### src/logic/cw_trig_pkg.sv
package cw_trig_pkg;
    // ****************************************
    // register offsets
    // ****************************************
    localparam logic [7:0] OFS_CTRL    = 8'h00; // control bits
    localparam logic [7:0] OFS_CW_CFG  = 8'h04; // shift and mask
    localparam logic [7:0] OFS_STATUS  = 8'h08; // sticky events, write one to clear
    localparam logic [7:0] OFS_MASK    = 8'h0c; // interrupt mask
    localparam logic [7:0] OFS_HIGH    = 8'h10; // lines seen high
    localparam logic [7:0] OFS_LOW     = 8'h14; // lines seen low
    localparam logic [7:0] OFS_CODE    = 8'h18; // captured codeword
    localparam logic [7:0] OFS_STATE   = 8'h1c; // live state bits

    // ****************************************
    // control register fields
    // ****************************************
    localparam int CTRL_SLOPE_LSB = 0;  // 2 bits, slope select
    localparam int CTRL_SRC_LSB   = 2;  // 2 bits, trigger source
    localparam int CTRL_LINK_BIT  = 4;  // 1 = take data from sync link
    localparam int CTRL_VIDX_LSB  = 5;  // 4 bits, qualifier index minus 16
    localparam int CTRL_VPOL_LSB  = 9;  // 2 bits, qualifier polarity
    localparam int CTRL_SYNC_BIT  = 11; // sync enable
    localparam int CTRL_START_BIT = 12; // request program start
    localparam int CFG_SHIFT_LSB  = 0;  // 5 bits, codeword shift
    localparam int CFG_MASK_LSB   = 8;  // 10 bits, codeword mask

    // ****************************************
    // status bits
    // ****************************************
    localparam int ST_TRIG   = 0; // main trigger seen
    localparam int ST_AUX    = 1; // auxiliary trigger seen
    localparam int ST_TERR   = 2; // strobe timing error
    localparam int ST_CWORD  = 3; // codeword captured
    localparam int ST_WIDTH  = 4;

    // ****************************************
    // reset values
    // ****************************************
    localparam logic [31:0] CTRL_RESET = 32'h0000_0000;
    localparam logic [31:0] CFG_RESET  = 32'h0003_ff00; // full mask, no shift
    localparam int CW_WIDTH = 10;

    // ****************************************
    // enumerations
    // ****************************************
    typedef enum logic [1:0] {SLOPE_RISE, SLOPE_FALL, SLOPE_BOTH, SLOPE_LEVEL} slope_e;
    typedef enum logic [1:0] {POL_NONE, POL_LOW, POL_HIGH, POL_ANY} vpol_e;
endpackage

### src/logic/codeword_trigger_front_end.sv
// Implementation choices: the placing of the registers and the address-and-strobe port.
`timescale 1ns/100ps
// Behaviour
// - main trigger flag set on detection
// - trigger fires on chosen edge or level
// - separate auxiliary trigger flag
// - selector picks sequencer trigger source
// - status while port or link triggers
// - data from port or link, never both
// - qualifier bit index 16 to 31
// - qualifier polarity none, low, high, any
// - input word right shifted 0 to 31
// - shifted word ANDed with 10-bit mask
// - status word of lines seen high
// - status word of lines seen low
// - flag data change with strobe change
// - start waits for all synced channels
module codeword_trigger_front_end
    import cw_trig_pkg::*;
(
    input  wire logic        mclk,
    input  wire logic        srst,
    input  wire logic [7:0]  regAddr,
    input  wire logic [31:0] regWdata,
    input  wire logic        regWr,
    input  wire logic        regRd,
    output logic      [31:0] regRdata,
    input  wire logic [31:0] portData,
    input  wire logic        portStrobe,
    input  wire logic [31:0] linkData,
    input  wire logic        linkStrobe,
    input  wire logic        trigIn,
    input  wire logic        auxTrigIn,
    input  wire logic [3:0]  digTrig,
    input  wire logic        syncAllReady,
    output logic             syncReady,
    output logic             progStart,
    output logic             seqTrig,
    output logic [9:0]       codeword,
    output logic             codewordValid,
    output logic             irq
);
    // ****************************************
    // declarations
    // ****************************************
    logic [31:0] ctrlReg;                   // control word
    logic [31:0] cfgReg;                    // shift and mask
    logic [ST_WIDTH-1:0] statusReg;         // sticky events
    logic [ST_WIDTH-1:0] maskReg;           // interrupt enables
    logic [31:0] highReg;                   // lines seen high
    logic [31:0] lowReg;                    // lines seen low
    logic [31:0] portS1Reg;                 // first sync stage, port data
    logic [31:0] portS2Reg;                 // second sync stage, port data
    logic [31:0] portPrevReg;               // previous synced port data
    logic [5:0]  ctlS1Reg;                  // first sync stage, single pins
    logic [5:0]  ctlS2Reg;                  // second sync stage, single pins
    logic [3:0]  digS1Reg;                  // first sync stage, extra triggers
    logic [3:0]  digS2Reg;                  // second sync stage, extra triggers
    logic        strobePrevReg;             // previous strobe level
    logic        startedReg;                // program running
    logic [9:0]  codewordReg;               // captured codeword
    logic        cwValidReg;                // one-cycle capture pulse
    logic        seqTrigReg;                // registered sequencer trigger
    logic [31:0] regRdataReg;               // read data
    logic        trigFire;                  // main trigger event
    logic        auxFire;                   // auxiliary trigger event
    logic        strobeEdge;                // strobe rose
    logic        dataEdge;                  // data and strobe changed together
    logic        qualOk;                    // qualifier satisfies polarity
    logic        capture;                   // take codeword now
    logic [31:0] srcWord;                   // selected input word
    logic        srcStrobe;                 // selected strobe level
    logic        digSel;                    // selected digital trigger
    logic        qualBit;                   // selected qualifier bit
    logic [ST_WIDTH-1:0] events;            // this cycle's events
    logic [ST_WIDTH-1:0] w1c;               // write-one-to-clear bits

    // codeword extraction, used by the capture path
    function automatic logic [9:0] extract(input logic [31:0] w, input logic [4:0] sh,
                                           input logic [9:0] m);
        logic [31:0] t;
        t = w >> sh;
        return t[9:0] & m;
    endfunction

    // ****************************************
    // pin synchronisers
    // ****************************************
    // link inputs come from outside the clock domain too, so all pass two stages
    always_ff @(posedge mclk) begin
        if (srst) begin
            portS1Reg <= 32'h0;
            portS2Reg <= 32'h0;
            ctlS1Reg  <= 6'h0;
            ctlS2Reg  <= 6'h0;
            digS1Reg  <= 4'h0;
            digS2Reg  <= 4'h0;
        end else begin
            portS1Reg <= ctrlReg[CTRL_LINK_BIT] ? linkData : portData;
            portS2Reg <= portS1Reg;
            ctlS1Reg  <= {syncAllReady, auxTrigIn, trigIn,
                          ctrlReg[CTRL_LINK_BIT] ? linkStrobe : portStrobe, 2'b00};
            ctlS2Reg  <= ctlS1Reg;
            // extra triggers are pins too, never read before two stages
            digS1Reg  <= digTrig;
            digS2Reg  <= digS1Reg;
        end
    end

    assign srcWord   = portS2Reg;
    assign srcStrobe = ctlS2Reg[2];

    // ****************************************
    // trigger detection
    // ****************************************
    // edge or level trigger
    edge_sense mainSense (
        .mclk  (mclk),
        .srst  (srst),
        .level (ctlS2Reg[3]),
        .slope (ctrlReg[CTRL_SLOPE_LSB +: 2]),
        .fire  (trigFire)
    );

    edge_sense auxSense (
        .mclk  (mclk),
        .srst  (srst),
        .level (ctlS2Reg[4]),
        .slope (ctrlReg[CTRL_SLOPE_LSB +: 2]),
        .fire  (auxFire)
    );

    // ****************************************
    // qualifier and strobe timing
    // ****************************************
    // qualifier index
    assign qualBit = srcWord[{1'b1, ctrlReg[CTRL_VIDX_LSB +: 4]}];

    always_comb begin
        case (vpol_e'(ctrlReg[CTRL_VPOL_LSB +: 2]))
            POL_NONE: qualOk = 1'b1;
            POL_LOW:  qualOk = ~qualBit;
            POL_HIGH: qualOk = qualBit;
            default:  qualOk = 1'b1;
        endcase
    end

    assign strobeEdge = srcStrobe & ~strobePrevReg;
    assign dataEdge   = (srcWord != portPrevReg) && (srcStrobe != strobePrevReg);
    assign capture    = strobeEdge & qualOk & ~dataEdge;

    always_ff @(posedge mclk) begin
        if (srst) begin
            portPrevReg   <= 32'h0;
            strobePrevReg <= 1'b0;
        end else begin
            portPrevReg   <= srcWord;
            strobePrevReg <= srcStrobe;
        end
    end

    // ****************************************
    // codeword capture
    // ****************************************
    always_ff @(posedge mclk) begin
        if (srst) begin
            codewordReg <= 10'h0;
            cwValidReg  <= 1'b0;
        end else begin
            cwValidReg <= capture;
            if (capture) begin
                codewordReg <= extract(srcWord, cfgReg[CFG_SHIFT_LSB +: 5],
                                       cfgReg[CFG_MASK_LSB +: CW_WIDTH]);
            end
        end
    end

    assign codeword      = codewordReg;
    assign codewordValid = cwValidReg;

    // ****************************************
    // sequencer trigger source
    // ****************************************
    // trigger source select
    always_comb begin
        case (ctrlReg[CTRL_SRC_LSB +: 2])
            2'h0:    digSel = trigFire;
            2'h1:    digSel = auxFire;
            2'h2:    digSel = capture;
            default: digSel = |digS2Reg;
        endcase
    end

    always_ff @(posedge mclk) begin
        if (srst) begin
            seqTrigReg <= 1'b0;
        end else begin
            seqTrigReg <= digSel;
        end
    end

    assign seqTrig = seqTrigReg;

    // ****************************************
    // line level history
    // ****************************************
    always_ff @(posedge mclk) begin
        if (srst) begin
            highReg <= 32'h0;
            lowReg  <= 32'h0;
        end else if (regWr && regAddr == OFS_HIGH) begin
            highReg <= 32'h0; // a write to OFS_HIGH restarts both histories
            lowReg  <= 32'h0;
        end else begin
            highReg <= highReg | srcWord;
            lowReg  <= lowReg | ~srcWord;
        end
    end

    // ****************************************
    // synchronised start
    // ****************************************
    always_ff @(posedge mclk) begin
        if (srst) begin
            startedReg <= 1'b0;
        end else if (!ctrlReg[CTRL_START_BIT]) begin
            startedReg <= 1'b0;
        end else if (!ctrlReg[CTRL_SYNC_BIT] || ctlS2Reg[5]) begin
            startedReg <= 1'b1;
        end
    end

    assign syncReady = ctrlReg[CTRL_SYNC_BIT] & ctrlReg[CTRL_START_BIT];
    assign progStart = startedReg;

    // ****************************************
    // sticky status and interrupt
    // ****************************************
    assign events = {capture, dataEdge, auxFire, trigFire};
    assign w1c    = (regWr && regAddr == OFS_STATUS) ? regWdata[ST_WIDTH-1:0] : '0;

    // set wins over a clear in the same cycle
    always_ff @(posedge mclk) begin
        if (srst) begin
            statusReg <= '0;
        end else begin
            statusReg <= (statusReg & ~w1c) | events;
        end
    end

    always_ff @(posedge mclk) begin
        if (srst) begin
            maskReg <= '0;
        end else if (regWr && regAddr == OFS_MASK) begin
            maskReg <= regWdata[ST_WIDTH-1:0];
        end
    end

    assign irq = |(statusReg & maskReg);

    // ****************************************
    // register writes
    // ****************************************
    always_ff @(posedge mclk) begin
        if (srst) begin
            ctrlReg <= CTRL_RESET;
            cfgReg  <= CFG_RESET;
        end else if (regWr && regAddr == OFS_CTRL) begin
            ctrlReg <= regWdata & 32'h0000_1fff;
        end else if (regWr && regAddr == OFS_CW_CFG) begin
            cfgReg <= regWdata & 32'h0003_ff1f;
        end
    end

    // ****************************************
    // register reads
    // ****************************************
    always_ff @(posedge mclk) begin
        if (srst) begin
            regRdataReg <= 32'h0;
        end else if (regRd) begin
            if (regAddr == OFS_CTRL) begin
                regRdataReg <= ctrlReg;
            end else if (regAddr == OFS_CW_CFG) begin
                regRdataReg <= cfgReg;
            end else if (regAddr == OFS_STATUS) begin
                regRdataReg <= {28'h0, statusReg};
            end else if (regAddr == OFS_MASK) begin
                regRdataReg <= {28'h0, maskReg};
            end else if (regAddr == OFS_HIGH) begin
                regRdataReg <= highReg;
            end else if (regAddr == OFS_LOW) begin
                regRdataReg <= lowReg;
            end else if (regAddr == OFS_CODE) begin
                regRdataReg <= {22'h0, codewordReg};
            end else if (regAddr == OFS_STATE) begin
                regRdataReg <= {29'h0, startedReg,
                                ctrlReg[CTRL_SRC_LSB +: 2] == 2'h2, qualOk};
            end else begin
                regRdataReg <= 32'h0; // unmapped
            end
        end else begin
            regRdataReg <= 32'h0;
        end
    end

    assign regRdata = regRdataReg;
endmodule

### src/logic/edge_sense.sv
`timescale 1ns/100ps
// trigger edge/level detector on an already synchronised level
module edge_sense
    import cw_trig_pkg::*;
(
    input  wire logic       mclk,
    input  wire logic       srst,
    input  wire logic       level,
    input  wire logic [1:0] slope,
    output logic            fire
);
    logic prevReg; // last sampled level

    // ****************************************
    // previous level
    // ****************************************
    always_ff @(posedge mclk) begin
        if (srst) begin
            prevReg <= 1'b0;
        end else begin
            prevReg <= level;
        end
    end

    // ****************************************
    // edge or level decision
    // ****************************************
    always_comb begin
        case (slope_e'(slope))
            SLOPE_RISE: fire = level & ~prevReg;
            SLOPE_FALL: fire = ~level & prevReg;
            SLOPE_BOTH: fire = level ^ prevReg;
            default:    fire = level; // level sensitive
        endcase
    end
endmodule

### config.mk
export PLATFORM = sky130hd
export DESIGN_NAME = codeword_trigger_front_end
export DESIGN_NICKNAME = d
export VERILOG_FILES = /design/src/logic/cw_trig_pkg.sv /design/src/logic/codeword_trigger_front_end.sv /design/src/logic/edge_sense.sv
export SDC_FILE = /design/constraint.sdc
export NUM_CORES = 1
export LEC_CHECK = 0
export BUFFER_PORTS_ARGS = -buffer_cell sky130_fd_sc_hd__buf_2
export CAP_MARGIN = 20
export CELL_PAD_IN_SITES_DETAIL_PLACEMENT = 0
export CELL_PAD_IN_SITES_GLOBAL_PLACEMENT = 1
export CORE_MARGIN = 5
export CORE_UTILIZATION = 40
export DETAILED_ROUTE_END_ITERATION = 6
export PLACE_DENSITY_LB_ADDON = 0.1
export SETUP_SLACK_MARGIN = 0.05
export SLEW_MARGIN = 20
export SYNTH_ARGS = -nofsm -noshare
export SYNTH_HDL_FRONTEND = slang
export SYNTH_SLANG_ARGS = --single-unit
### constraint.sdc
create_clock -name mclk -period 2.55 [get_ports mclk]
set_input_delay 0.3825 -clock mclk [delete_from_list [all_inputs] [get_ports mclk]]
set_output_delay 0.3825 -clock mclk [all_outputs]
set_load 0.02 [all_outputs]
==> impl_metrics.py <==
metrics = {
    "critical_path": {
        "cp-end-kind": "flip-flop",
        "worstReg2RegStart": "portS2Reg[28]$_SDFF_PP0_",
        "worst-path-max-fanout": 9,
        "required_ns": 2.97,
        "reg2reg_slack_ns": 0.28,
        "cp.arrival_ns": 2.69,
        "r2r-end": "codeword[3]$_SDFFE_PP0P_",
        "path_class": "flip-flop to flip-flop",
        "r2r_cells": 7,
        "startpoint_type": "flip-flop",
    },
    "cells_and_area": {
        "final-seq-area_sq_um": 5210,
        "nets": 1342,
        "antenna_cells": 0,
        "multi_input_area_sq_um": 4780,
        "final.fill_count": 2499,
        "area_delta_synth_final_pct": 20.6,
        "fin_util_pct": 48.9,
        "layout-drive-gt1-share_pct": 23.9,
    },
    "grt": {
        "globalRouteTotalUtil_pct": 19.1,
        "grt_pass1_vias": 7771,
        "grt_max_degree": 111,
        "grt_overflow": 0,
        "antenna_found_initial": 0,
        "grt_pass1_wl_microns": 44600,
    },
    "timing": {
        "tns_ns": 0,
        "worst_pin_slew_ns": 0.702,
        "post-route-min-period_ns": 2.27,
        "drv_slew": 0,
        "timing.final.hold_violations": 0,
        "finalCritPeriodShare_pct": 89.1,
        "relSlewSlack_pct": 53.2,
        "max_freq_mhz": 440,
        "setup-violations-final": 0,
        "grt_setup_unrepaired": "false",
        "fin_skew_ns": 0.0139,
    },
    "placed_design": {
        "place.detailed.hpwl_microns": 20800,
        "io_buffers": 149,
        "gp_congestion": 0.872,
    },
    "drt": {
        "first_pass_iters": 5,
        "vias": 7945,
        "drt-total-wl_microns": 28400,
        "ant_nets": 0,
        "drt_iter0_drc": 575,
        "wl_per_cell_microns": 18.1,
        "drc": 0,
        "viasPerCell": 5.06,
    },
    "synthesis": {
        "synth_edf_count": 0,
        "synth_common_cells": "260 x dfxtp_1, 140 x nor2_1, 92 x nand2_1",
        "yosys_warnings": 0,
        "synth_area_leaders": "dfxtp_1 49%, mux4_2 8.8%, mux2i_1 6.0%",
        "syn_nets": 1195,
        "ys_seq_area_share_pct": 49.4,
        "async_reset_ff_share_pct": 0,
        "yosys.area.top_type": "dfxtp_1",
        "postSynthAreaPerCell_sq_um": 9.84,
        "ys.flop_type": "dfxtp_1",
        "synth.most_common_cell": "dfxtp_1",
        "synth_top_area_share_pct": 49.4,
        "synth.distinct_cells": 55,
        "synthCells": 1071,
        "synth-seq-cells": 260,
        "syn_area_sq_um": 10500,
    },
    "power": {
        "vdd.ir_drop.worst_uv": 659,
        "p_leak_uw": 0.00523,
        "fin_total_pwr_uw": 8920,
        "powerDensity_nw_per_um2": 702,
    },
    "clocking": {
        "cts.sinks": 260,
        "cts-buffers-inserted": 28,
        "cts_tree": "yes",
        "clockBufferDepth": 3,
        "insertion_delay_ns": 0.54,
        "cts_root_buffer": "clkbuf_16",
        "cts_setup_buffers": 0,
        "h-tree-depth": 1,
        "clk_pin_slew_ns": 0.06,
    },
    "floorplan": {
        "die-area_sq_um": 29700,
        "die_w_microns": 172,
        "core_area_sq_um": 26000,
        "start_util_pct": 40.5,
        "rows": 59,
        "num_io_pins": 164,
        "die_h_microns": 172,
    },
    "min_path": {
        "holdPathStages": 2,
        "min-delay-start": "digTrig[2]",
        "min_path_type": "primary input to flip-flop",
        "hold-path-endpoint": "digS1Reg[2]$_SDFF_PP0_",
    },
    "outcome": {
        "status": "finished, final reports clean",
    },
    "run": {
        "maxCapViolations": 0,
    },
}
[state kept, by name, indices dropped and copies added, names as in the netlist]
| register | cells |
|---|---|
| ctrlReg | 13 |
| highReg | 32 |
| portS2Reg | 32 |
| statusReg | 4 |
| digS1Reg | 4 |
| ctlS1Reg | 4 |
| portS1Reg | 32 |
| strobePrevReg | 1 |
| ctlS2Reg | 4 |
| digS2Reg | 4 |
| auxSense.prevReg | 1 |
| regRdata | 32 |
| codeword | 10 |
| mainSense.prevReg | 1 |
| codewordValid | 1 |
| cfgReg | 15 |
| progStart | 1 |
| maskReg | 4 |
| portPrevReg | 32 |
| seqTrig | 1 |
| lowReg | 32 |
[worst max path at each step]
| stage | startpoint | end | slack [ns] | cells after the start |
|---|---|---|---|---|
| 2_1_floorplan | cfgReg[0]$_SDFFE_PP0P_ | codeword[8]$_SDFFE_PP0P_ | 0.56 | 6 |
| 3_5_place_dp | ctrlReg[7]$_SDFFE_PP0P_ | codeword[1]$_SDFFE_PP0P_ | 0.17 | 7 |
| 6_report | portS2Reg[28]$_SDFF_PP0_ | codeword[3]$_SDFFE_PP0P_ | 0.28 | 7 |
| 5_1_grt | portS2Reg[26]$_SDFF_PP0_ | codeword[4]$_SDFFE_PP0P_ | 0.14 | 7 |
| 4_1_cts | ctrlReg[7]$_SDFFE_PP0P_ | codeword[3]$_SDFFE_PP0P_ | 0.16 | 7 |
| 3_3_place_gp | ctrlReg[7]$_SDFFE_PP0P_ | codeword[5]$_SDFFE_PP0P_ | 0.19 | 7 |
[power breakdown]
group	internal [uW]	total (uW)	switching [uW]
clock	2500	4060	1560
sequential	4210	4300	95.1
combinational	262	556	294
total	6970	8920	1950
[cells by family (layout without fill, tap and decap cells)]
group	count (synthesis)	count (layout)	share of synthesized area [%]
XOR/XNOR	32	32	2.66
buffers and inverters	138	302	5.26
AO/OA/AOI/OAI	157	157	9.86
flip-flops	260	260	49.4
AND/OR/NAND/NOR	364	364	16.3
multiplexers	113	113	15.7
adder cells (fa/ha/maj)	7	7	0.831
[critical path, stage by stage, from the launching register on]
cell      delay, ns
dfxtp_1        0.61
mux4_2         0.32
mux2i_1        0.06
mux2i_1        0.28
mux2i_1        0.36
buf_4          0.21
a311oi_1       0.09
a41o_1         0.23
[cells in the final DEF, fill, tap and decap left out, types with 4 or more instances in the layout]
master       n
a21oi_1     62
a222oi_1     4
a22o_1       4
a22oi_1     27
a311oi_1     8
a31oi_1      5
a41o_1       9
and2_1       4
buf_2      148
buf_4       47
clkbuf_1     6
clkbuf_16   29
clkbuf_8     5
clkinv_2     4
dfxtp_1    258
ha_1         7
inv_1       54
mux2_2       7
mux2i_1     63
mux4_2      41
nand2_1     92
nand3_1     15
nand3b_1     4
nand4_1      7
nor2_1     140
nor2b_1     85
nor4_1       4
o21ai_0     14
o2bb2ai_1    4
xnor2_1     24
xor2_1       8
[per-layer routing]
layer / up-vias / GRT usage (%) / share of wire, %
met4: 0 / 4.68 / 2.0
met3: 38 / 4.02 / 7.3
met2: 256 / 29.7 / 44
li1: 3934 / - / -
met5: - / 0 / 0
met1: 3717 / 27.4 / 47
[final cells by class]
cell class	count	area share, %
Clock buffer	40	6.43
Clock inverter	7	0.867
Inverter	57	1.68
Multi-Input combinational cell	673	37.6
Sequential cell	260	41.0
Tap cell	335	3.30
Timing Repair Buffer	198	9.08
[what timing repair did]
action	4_1_cts	5_1_grt
resized for setup	0	1
hold buffers	0	0
endpoints found under the setup margin	0	12
[per-stage QoR]
step	cell area, sq um	worst slack [ns]	hold WS [ns]	instances
finish	12700	0.278	0.0589	1570
detailed placement	11800	0.175	0.422	1523
CTS	12700	0.158	0.0382	1570
global route	12700	0.139	0.0543	1570
floorplan	10500	0.564	0.414	1071
global placement	11800	0.191	0.418	1523
(Power assumes the default switching activity.)
